==> src/rtl/pc_pkg.sv <==
`default_nettype none

package pc_pkg;

    // Word-address layout of one channel.
    localparam int          ADDR_W          = 24;
    localparam int          LOCAL_W         = 17;
    localparam int          CHAN_W          = ADDR_W - LOCAL_W;
    localparam logic [23:0] CHAN_STRIDE     = 24'h020000;
    localparam logic [16:0] CLIENT_BASE     = 17'h01000;

    // Local word offsets inside a channel.
    localparam logic [16:0] OFS_SCRATCH     = 17'h01000;
    localparam logic [16:0] OFS_IDENT       = 17'h01001;
    localparam logic [16:0] OFS_PKT_SIZE    = 17'h01008;
    localparam logic [16:0] OFS_PKT_COUNT   = 17'h01009;
    localparam logic [16:0] OFS_TX_CTRL     = 17'h01010;
    localparam logic [16:0] OFS_SOFT_RESET  = 17'h00310;
    localparam logic [16:0] OFS_MII_RUN     = 17'h01100;
    localparam logic [16:0] OFS_MII_STATUS  = 17'h01102;

    // Reset values.
    localparam logic [31:0] RST_SCRATCH     = 32'h00000000;
    localparam logic [29:0] RST_PKT_SIZE    = 30'h25800040;
    localparam logic [31:0] RST_PKT_COUNT   = 32'h0000000A;
    localparam logic [7:0]  RST_TX_CTRL     = 8'h06;
    localparam logic [2:0]  RST_SOFT_RESET  = 3'h0;

    // Identification word; the value is arbitrary.
    localparam logic [31:0] IDENT_WORD      = 32'h50434C49;

    // Field positions.
    localparam int          SIZE_LO_LSB     = 0;
    localparam int          SIZE_LO_MSB     = 13;
    localparam int          SIZE_HI_LSB     = 16;
    localparam int          SIZE_HI_MSB     = 29;
    localparam int          CTRL_GEN_OFF    = 1;
    localparam int          CTRL_LOOPBACK   = 3;
    localparam int          MII_RUN_BIT     = 0;
    localparam int          MII_PASS_BIT    = 1;
    localparam int          SOFT_RESET_W    = 3;

    // Datapath modes of the core; Gray codes along the usual order.
    typedef enum logic [2:0] {
        MODE_MAC_PCS  = 3'h0,
        MODE_CUSTOM   = 3'h1,
        MODE_OTN      = 3'h3,
        MODE_FLEXE    = 3'h2,
        MODE_PCS_ONLY = 3'h6
    } pc_mode_e;

endpackage : pc_pkg

`default_nettype wire

==> src/rtl/pc_client_csr.sv <==
`default_nettype none

// Notes on behaviour
// [RL1] Scratch word stores and returns any value.
// [RL2] Read-only identification word, fixed ASCII string.
// [RL3] Size low field; register resets 0x25800040.
// [RL4] Size bits 29:16 give incremental upper limit.
// [RL5] Packet count register resets to ten.
// [RL6] Control bit 1 disables generator; resets 0x6.
// [RL7] Control bit 3 reads MAC loopback state.
// [RL8] Host supplies register clock, 100-161.13 MHz; the bench clock runs at 200 MHz.
// [RL9] Board reset drives core hard reset directly.
// [RL10] Channel spaces stride 0x020000; client at 0x1000.
// [RL11] Host steps soft reset one bit each.
// [RL12] Generator runs on 1, halts on 0.
// [RL13] Status bit 1 reports checker pass, read-only.
// [RL14] Run honoured only in non-MAC modes; resets stopped.
// [RL15] Reads have no side effects; reserved bits kept.
module pc_client_csr #(
    parameter logic [6:0] P_CHANNEL = 7'h00
) (
    // Clock and reset
    input  wire logic                         i_sys_clk,
    input  wire logic                         i_srst,
    // Board reset
    input  wire logic                         i_board_reset_n,
    output logic                              o_core_hard_reset_n,
    // Word-addressed register access
    input  wire logic [pc_pkg::ADDR_W-1:0]    i_csr_addr,
    input  wire logic                         i_csr_write,
    input  wire logic                         i_csr_read,
    input  wire logic [31:0]                  i_csr_wdata,
    output logic [31:0]                       o_csr_rdata,
    output logic                              o_csr_rdvalid,
    // Core status
    input  wire logic [2:0]                   i_core_mode,
    input  wire logic                         i_mac_loopback,
    input  wire logic                         i_mii_checker_pass,
    // Generator settings
    output logic [13:0]                       o_pkt_size,
    output logic [13:0]                       o_pkt_size_limit,
    output logic [31:0]                       o_pkt_count,
    output logic                              o_pktgen_disable,
    output logic [7:0]                        o_tx_ctrl,
    output logic                              o_mii_generator_run,
    output logic [pc_pkg::SOFT_RESET_W-1:0]   o_soft_reset
);

    logic [31:0]                       scratch_q, scratch_d;
    logic [29:0]                       size_q, size_d;
    logic [31:0]                       count_q, count_d;
    logic [7:0]                        ctrl_q, ctrl_d;
    logic                              run_q, run_d;
    logic [pc_pkg::SOFT_RESET_W-1:0]   srst_q, srst_d;
    logic [31:0]                       rdata_q, rdata_d;
    logic                              rdvalid_q;

    // The board reset is passed straight through so the core resets even without a clock.
    assign o_core_hard_reset_n = i_board_reset_n; // [RL9]

    // Channel select and local offset.
    wire [pc_pkg::CHAN_W-1:0]  chan      = i_csr_addr[pc_pkg::ADDR_W-1:pc_pkg::LOCAL_W];
    wire [pc_pkg::LOCAL_W-1:0] local_ofs = i_csr_addr[pc_pkg::LOCAL_W-1:0];
    wire                       chan_hit  = (chan == P_CHANNEL); // [RL10]

    wire hit_scratch = chan_hit && (local_ofs == pc_pkg::OFS_SCRATCH);
    wire hit_ident   = chan_hit && (local_ofs == pc_pkg::OFS_IDENT);
    wire hit_size    = chan_hit && (local_ofs == pc_pkg::OFS_PKT_SIZE);
    wire hit_count   = chan_hit && (local_ofs == pc_pkg::OFS_PKT_COUNT);
    wire hit_ctrl    = chan_hit && (local_ofs == pc_pkg::OFS_TX_CTRL);
    wire hit_srst    = chan_hit && (local_ofs == pc_pkg::OFS_SOFT_RESET);
    wire hit_run     = chan_hit && (local_ofs == pc_pkg::OFS_MII_RUN);
    wire hit_status  = chan_hit && (local_ofs == pc_pkg::OFS_MII_STATUS);

    // The MAC datapath owns its own traffic, so the interface generator only runs without it.
    wire mode_ok = (i_core_mode == pc_pkg::MODE_CUSTOM)   ||
                   (i_core_mode == pc_pkg::MODE_OTN)      ||
                   (i_core_mode == pc_pkg::MODE_FLEXE)    ||
                   (i_core_mode == pc_pkg::MODE_PCS_ONLY); // [RL14]

    // Write side.
    assign scratch_d = (i_csr_write && hit_scratch) ? i_csr_wdata : scratch_q; // [RL1]
    assign size_d    = (i_csr_write && hit_size) ? i_csr_wdata[29:0] : size_q; // [RL3] [RL4]
    assign count_d   = (i_csr_write && hit_count) ? i_csr_wdata : count_q; // [RL5]
    // Reserved control bits keep whatever was last written.
    assign ctrl_d    = (i_csr_write && hit_ctrl) ? i_csr_wdata[7:0] : ctrl_q; // [RL6] [RL15]
    assign srst_d    = (i_csr_write && hit_srst) ? i_csr_wdata[pc_pkg::SOFT_RESET_W-1:0] : srst_q; // [RL11]
    assign run_d     = !mode_ok ? 1'b0 :
                       (i_csr_write && hit_run) ? i_csr_wdata[pc_pkg::MII_RUN_BIT] : run_q; // [RL12] [RL14]

    // Control readback shows live loopback state in bit 3 instead of the stored bit.
    wire [7:0] ctrl_rd = {ctrl_q[7:4], i_mac_loopback, ctrl_q[2:0]}; // [RL7]

    // Read mux; unmapped words read as zero and no read changes any state.
    always_comb begin
        rdata_d = 32'h00000000;
        if (hit_scratch) begin
            rdata_d = scratch_q;
        end else if (hit_ident) begin
            rdata_d = pc_pkg::IDENT_WORD; // [RL2]
        end else if (hit_size) begin
            rdata_d = {2'h0, size_q};
        end else if (hit_count) begin
            rdata_d = count_q;
        end else if (hit_ctrl) begin
            rdata_d = {24'h000000, ctrl_rd};
        end else if (hit_srst) begin
            rdata_d = {29'h00000000, srst_q};
        end else if (hit_run) begin
            rdata_d = {31'h00000000, run_q};
        end else if (hit_status) begin
            rdata_d = {30'h00000000, i_mii_checker_pass, 1'b0}; // [RL13]
        end
    end

    always_ff @(posedge i_sys_clk) begin
        if (i_srst) begin
            scratch_q <= pc_pkg::RST_SCRATCH;
            size_q    <= pc_pkg::RST_PKT_SIZE; // [RL3]
            count_q   <= pc_pkg::RST_PKT_COUNT; // [RL5]
            ctrl_q    <= pc_pkg::RST_TX_CTRL; // [RL6]
            srst_q    <= pc_pkg::RST_SOFT_RESET;
            run_q     <= 1'b0; // [RL14]
        end else begin
            scratch_q <= scratch_d;
            size_q    <= size_d;
            count_q   <= count_d;
            ctrl_q    <= ctrl_d;
            srst_q    <= srst_d;
            run_q     <= run_d;
        end
    end

    always_ff @(posedge i_sys_clk) begin
        if (i_srst) begin
            rdata_q   <= 32'h00000000;
            rdvalid_q <= 1'b0;
        end else begin
            rdata_q   <= i_csr_read ? rdata_d : rdata_q; // [RL15]
            rdvalid_q <= i_csr_read;
        end
    end

    assign o_csr_rdata         = rdata_q;
    assign o_csr_rdvalid       = rdvalid_q;
    assign o_pkt_size          = size_q[pc_pkg::SIZE_LO_MSB:pc_pkg::SIZE_LO_LSB]; // [RL3]
    assign o_pkt_size_limit    = size_q[pc_pkg::SIZE_HI_MSB:pc_pkg::SIZE_HI_LSB]; // [RL4]
    assign o_pkt_count         = count_q;
    assign o_pktgen_disable    = ctrl_q[pc_pkg::CTRL_GEN_OFF]; // [RL6]
    assign o_tx_ctrl           = ctrl_q;
    assign o_mii_generator_run = run_q; // [RL12]
    assign o_soft_reset        = srst_q;

endmodule : pc_client_csr

`default_nettype wire

==> config.mk <==
export PLATFORM = sky130hd
export DESIGN_NAME = pc_client_csr
export DESIGN_NICKNAME = d
export VERILOG_FILES = /design/src/rtl/pc_pkg.sv /design/src/rtl/pc_client_csr.sv
export SDC_FILE = /design/constraint.sdc
export NUM_CORES = 1
export LEC_CHECK = 0
export ABC_AREA = 1
export BUFFER_PORTS_ARGS = -buffer_cell sky130_fd_sc_hd__buf_2
export CAP_MARGIN = 5
export CORE_UTILIZATION = 49
export DETAILED_ROUTE_END_ITERATION = 10
export PLACE_DENSITY = 0.81
export REMOVE_ABC_BUFFERS = 1
export SKIP_CTS_REPAIR_TIMING = 1
export SLEW_MARGIN = 20
export SYNTH_ARGS = -nofsm -noshare
export SYNTH_HDL_FRONTEND = slang
export SYNTH_SLANG_ARGS = --single-unit
==> constraint.sdc <==
create_clock -name i_sys_clk -period 2.1 [get_ports i_sys_clk]
set_clock_uncertainty 0.1 [all_clocks]
set_input_delay 0.42 -clock i_sys_clk [delete_from_list [all_inputs] [get_ports i_sys_clk]]
set_output_delay 0.42 -clock i_sys_clk [all_outputs]
set_load 0.05 [all_outputs]
# After elaboration in Yosys (flattened, before gate mapping)
# Index checks and enable logic that the tools add are counted.
[totals]
in_bits = 66
regBits = 139
elab_cells = 48
out_inout_bits = 107
[classes]
n_bitwise = 1
muxes = 8
n_eq_ne = 12
reduce_logical = 19
[op_table]
columns = ["op", "n"]
rows = [
  ["32-bit two-way mux", 4],
  ["17-bit by 13-bit equality test with 1-bit output, second input constant", 7],
  ["17-bit by 10-bit equality test with 1-bit output, second input constant", 1],
  ["1-bit logical AND", 14],
  ["8-bit two-way mux", 1],
  ["7-bit zero test", 1],
  ["3-bit by 2-bit equality test with 1-bit output, second input constant", 2],
  ["2-bit two-way mux", 2],
  ["3-bit by 1-bit equality test with 1-bit output, second input constant", 1],
  ["3-bit equality test, second input constant", 1],
  ["1-bit logical OR", 3],
  ["3-bit two-way mux", 1],
  ["2-bit OR reduction", 1],
  ["1-bit NOT", 1],
]

# Depth between registers and ports, before layout
[logic_depth]
ltp_word = 10
depth_mapped = 13
mapped_depth_nobuf = 13

# Worst setup path before layout
# Ideal clock, no wire load.
[synth_timing]
kind = "input to register"
startpoint = "input port i_csr_addr[15] in the netlist's numbering"
endpoint = "register size_q[12]"
path_stages = 10
setup_slack_ns = 0.306
arrival_time_ns = 1.580
setup_ns = 0.113
n_path_buf = 1
required_ns = 1.887
cell_sequence = "nor2_2 > nand2_1 > nor2_4 > nand2_4 > clkinv_4 > nand4_4 > or2_4 > buf_6 > o21ai_1 > nor2_1"
[synth_between]
elab_chain_len = 3
[synth_lines]
columns = ["element", "line_no", "rtl"]
rows = [
  ["start: declaration", "pc_client_csr.sv:29", "input wire logic [pc_pkg::ADDR_W-1:0] i_csr_addr,"],
  ["17-bit by 13-bit equality test with 1-bit output", "pc_client_csr.sv:68", "wire hit_size = chan_hit && (local_ofs == pc_pkg::OFS_PKT_SIZE);"],
  ["1-bit logical AND", "pc_client_csr.sv:68", ""],
  ["1-bit logical AND", "pc_client_csr.sv:83", "assign size_d = (i_csr_write && hit_size) ? i_csr_wdata[29:0] : size_q;"],
  ["end signal: assignment", "pc_client_csr.sv:119", "size_q <= pc_pkg::RST_PKT_SIZE;"],
  ["end signal: assignment", "pc_client_csr.sv:126", "size_q <= size_d;"],
  ["end: declaration", "pc_client_csr.sv:50", "logic [29:0] size_q, size_d;"],
]
# No other way between the ends.
# A chain may end at the register's enable or synchronous reset.

# Worst setup path after layout
[layout_timing]
startpoint = "input port i_csr_addr[23] in the netlist's numbering"
endpoint = "register srst_q, in the netlist o_soft_reset[1]"
[layout_between]
elab_chain_len = 3
[layout_lines]
columns = ["element", "line_no", "rtl"]
rows = [
  ["7-bit zero test", "pc_client_csr.sv:64", "wire chan_hit = (chan == P_CHANNEL);"],
  ["1-bit logical AND", "pc_client_csr.sv:71", "wire hit_srst = chan_hit && (local_ofs == pc_pkg::OFS_SOFT_RESET);"],
  ["1-bit logical AND", "pc_client_csr.sv:87", "assign srst_d = (i_csr_write && hit_srst) ? i_csr_wdata[pc_pkg::SOFT_RESET_W-1:0] : srst_q;"],
  ["end signal: assignment", "pc_client_csr.sv:122", "srst_q <= pc_pkg::RST_SOFT_RESET;"],
  ["end signal: assignment", "pc_client_csr.sv:129", "srst_q <= srst_d;"],
  ["end: declaration", "pc_client_csr.sv:54", "logic [pc_pkg::SOFT_RESET_W-1:0] srst_q, srst_d;"],
]
# No other way between the ends.

==> metrics <==
outcome=finished, final reports clean; # fillers=between 1000 and 1500; crit-path leading delay family=simple AND/OR/NAND/NOR gates; # DRC=0; Switch Pwr=~1.4 mW; Synth area leader=dfxtp_1; Min-Delay Path Class=in -> reg; Detailed Route Iter0 Violations=378; Die Area=0.01356 mm²; final worst-path setup slack=roughly 440 ps; Synth Area in Adders=0%; H-tree lvl count=4; Synth Area in Compound Gates=between 20% and 30%; ys flop type=dfxtp_1; Reg clk slew, reported paths=60 ps; setup slack, reg-to-reg=~1100 ps; Area contributors post-synth=dfxtp_1, a211oi_2, nor2_1; Remaining Overflow, GRT=0; die height=around 120 µm; setup_tns=0 ps; period utilization=about four fifths; Vias per Instance=between 5 and 6; Place WS=roughly 21 ps; ANT cells=0; CTS tree=done; Layout Nets=just over 1000; vias in the first global route=approximately 5200; CP Launch Type=input pin; Final Hold Vio Count=0; routed vias=between 5000 and 6000; antenna-violating nets left=0; crit path buf inv count=2; layout cells sized above 1=a little under a third; Crit Path Max Fanout=8; CP Capture Type=flip-flop; number of enable flip-flop cells after synthesis=0; TritonCTS Buffers=17; die span in x=roughly 120 µm; wire length of the first global-routing pass=roughly 26 mm; PortBufs=170; Starting Density=between 50% and 60%; HPWL Detailed=about 12 mm; area grow syn2layout=23.94%; WHS Path Cells=3; worst vdd ir=between 500 and 600 µV; xor/xnor share of the synthesized area=0%; Non-Filler Instances=1131; combinational power share=about 5.8%; area share of the largest cell type after synthesis=approximately 43%; Leakage=~3.5 nW; Worst Max-Slew Pin Slew=between 600 and 700 ps; RSZ-0062 raised after global routing=false; Synth Instances=806; most frequent CP cell=nand2_1; CTS Buffer Depth=2; sequential power share=roughly 42%; CP Depth=10; post-layout min period=about 1700 ps; Synth Warn #=0; Mapped Area=roughly 0.0064 mm²; wire length per cell=14.63 µm; Synth cell types=41; internal power=~4.9 mW; I/O Pins=173; Pre-antenna DRT Iters=6; #FFs+latches synth=around 140; Relative slew margins=roughly three fifths; Switching Share=a little over a fifth; latest clock arrival within the worst-skew pair=about 420 ps; R2R cell count=8; Data required, critical path=approximately 2300 ps; final WL=16.54 mm; Final setup viols=0; Global Route Usage Sum=around a quarter; Clk pwr share=about half; critical path's slowest cell=nor2_1; mux contribution to synthesized area=0%; Synth Area per Inst=approximately 8.0 µm²; post-synthesis sequential area ratio=roughly 43%; largest net degree at the start of global routing=37; final number of max-transition violations=0; Cells after DPL=1099; clock sinks=~140; clk root buf=clkbuf_16; # Max-Cap Violations=0; crit path kind=in -> reg; GPL Wtd Cong=0.8262; crit-path cells=buf_2 > nor2_1 > nand2_1 > nor2_4 > nand2_1 > nor2_1 > nand2_1 > inv_1 > a21oi_1 > o21a_1; pwr dens=793.3 mW/mm²; Arrival @ worst endpoint=1870 ps; antenna violations before repair=0; Placement Rows=41; maximum clock rate=between 600 and 700 MHz; Synth Area in Simple Gates=about a fifth; Core ar.=0.01267 mm²; largest family of logic cells by synthesized area=compound AO/OA/AOI/OAI gates; Largest stage delay, worst path=between 200 and 300 ps; ys async rst share=0%
## registers in the layout, summed over array words and instances, names as in the netlist
name,flops
o_mii_generator_run,1
size_q,30
o_tx_ctrl,8
scratch_q,32
o_soft_reset,3
o_csr_rdvalid,1
o_csr_rdata,32
o_pkt_count,32
## cells in the final DEF, fill, tap and decap left out, types with 3 or more instances in the layout
cell type  synthesis  final
o21ai_0           50     50
a22oi_1           14     14
nor2_1           123    123
buf_4             33     19
buf_12             0      9
o21ai_1           27     27
nand4_1            8      8
bufinv_16          0      5
nor2_2             5      5
o211ai_1           5      5
nand2_2            3      3
a211oi_2          38     38
inv_2              8      9
clkbuf_16          0     17
clkinv_2           0      3
o22ai_1            3      3
inv_1             85     84
nand2_4            3      3
a31oi_1           14     14
a21oi_1           45     45
dfxtp_1          139    139
nor2_4             6      6
buf_2             11    169
nand3_1           31     31
nand2_1           94     94
a211oi_1          11     11
## worst reg2reg max path, stage by stage (launching register included)
cell	delay, ps
dfxtp_1	320
inv_1	60
nand3_1	90
nand2_1	50
nor2_1	90
nand2_1	70
nand2_1	50
nand2_1	50
a21oi_1	110
## kinds of logic after synthesis
| logic type | after synthesis |
|---|---|
| AO/OA/AOI/OAI | 213 |
| buffers and inverters | 170 |
| flip-flops | 139 |
| AND/OR/NAND/NOR | 284 |
## synth_stat cells (2+ instances only)
master    instances
nand2_4           3
o211ai_1          5
o21ai_0          50
dfxtp_1         139
buf_4            33
nor2_4            6
nor3_2            2
nor2_2            5
buf_1             2
a211oi_2         38
nand3_1          31
buf_6            10
o21a_1            2
o21ai_1          27
a31oi_1          14
inv_2             8
nand2_2           3
buf_2            11
nand4_1           8
nor2_1          123
nand2_1          94
clkbuf_1         20
o22ai_1           3
a211oi_1         11
inv_1            85
a21oi_1          45
a22oi_1          14
## cell type report
type                            count  area [µm²]  area share, %
Tap cell                          172       215.2          2.705
Multi-Input combinational cell    497        2780          34.95
Inverter                           94       357.8          4.498
Clock inverter                     11       190.2          2.391
Sequential cell                   139        2783          34.98
Timing Repair Buffer              197        1169          14.69
Clock buffer                       21       460.4          5.788
## power groups by stage
stage | clock, mW | combinational [mW] | sequential [mW]
finish | 3.27 | 0.367 | 2.67
global route | 3.45 | 0.396 | 2.67
CTS | 3.31 | 0.366 | 2.67
detailed placement | 0 | 0.364 | 2.73
global placement | 0 | 0.358 | 2.73
floorplan | 0 | 0.102 | 2.79
## path summary, 6_finish.rpt
kind	start	to
max	i_csr_addr[23]	o_soft_reset[1]
min	i_csr_wdata[24]	size_q[24]
min reg2reg	o_csr_rdata[0]	o_csr_rdata[0]
max reg2reg	o_pkt_count[0]	o_csr_rdata[0]
## through the flow
| stage | cell area, µm² | hold WS, ps | total power [mW] | utilization, % |
|---|---|---|---|---|
| floorplan | 5921 | 341.5 | 2.897 | - |
| global placement | 7305 | 352.0 | 3.085 | 57.65 |
| detailed placement | 7305 | 355.3 | 3.089 | 57.65 |
| CTS | 7955 | 129.7 | 6.348 | 62.78 |
| global route | 7955 | 141.8 | 6.512 | 62.78 |
| finish | 7955 | 145.8 | 6.311 | 62.78 |
## metal layers
metal / routed length, µm / global-route usage [%]
met4: 231 / 8.718
met2: 7844 / 41.81
met1: 7272 / 31.34
met5: 0 / 0
met3: 1193 / 6.331
No activity file was read; power rests on OpenSTA's default activity.
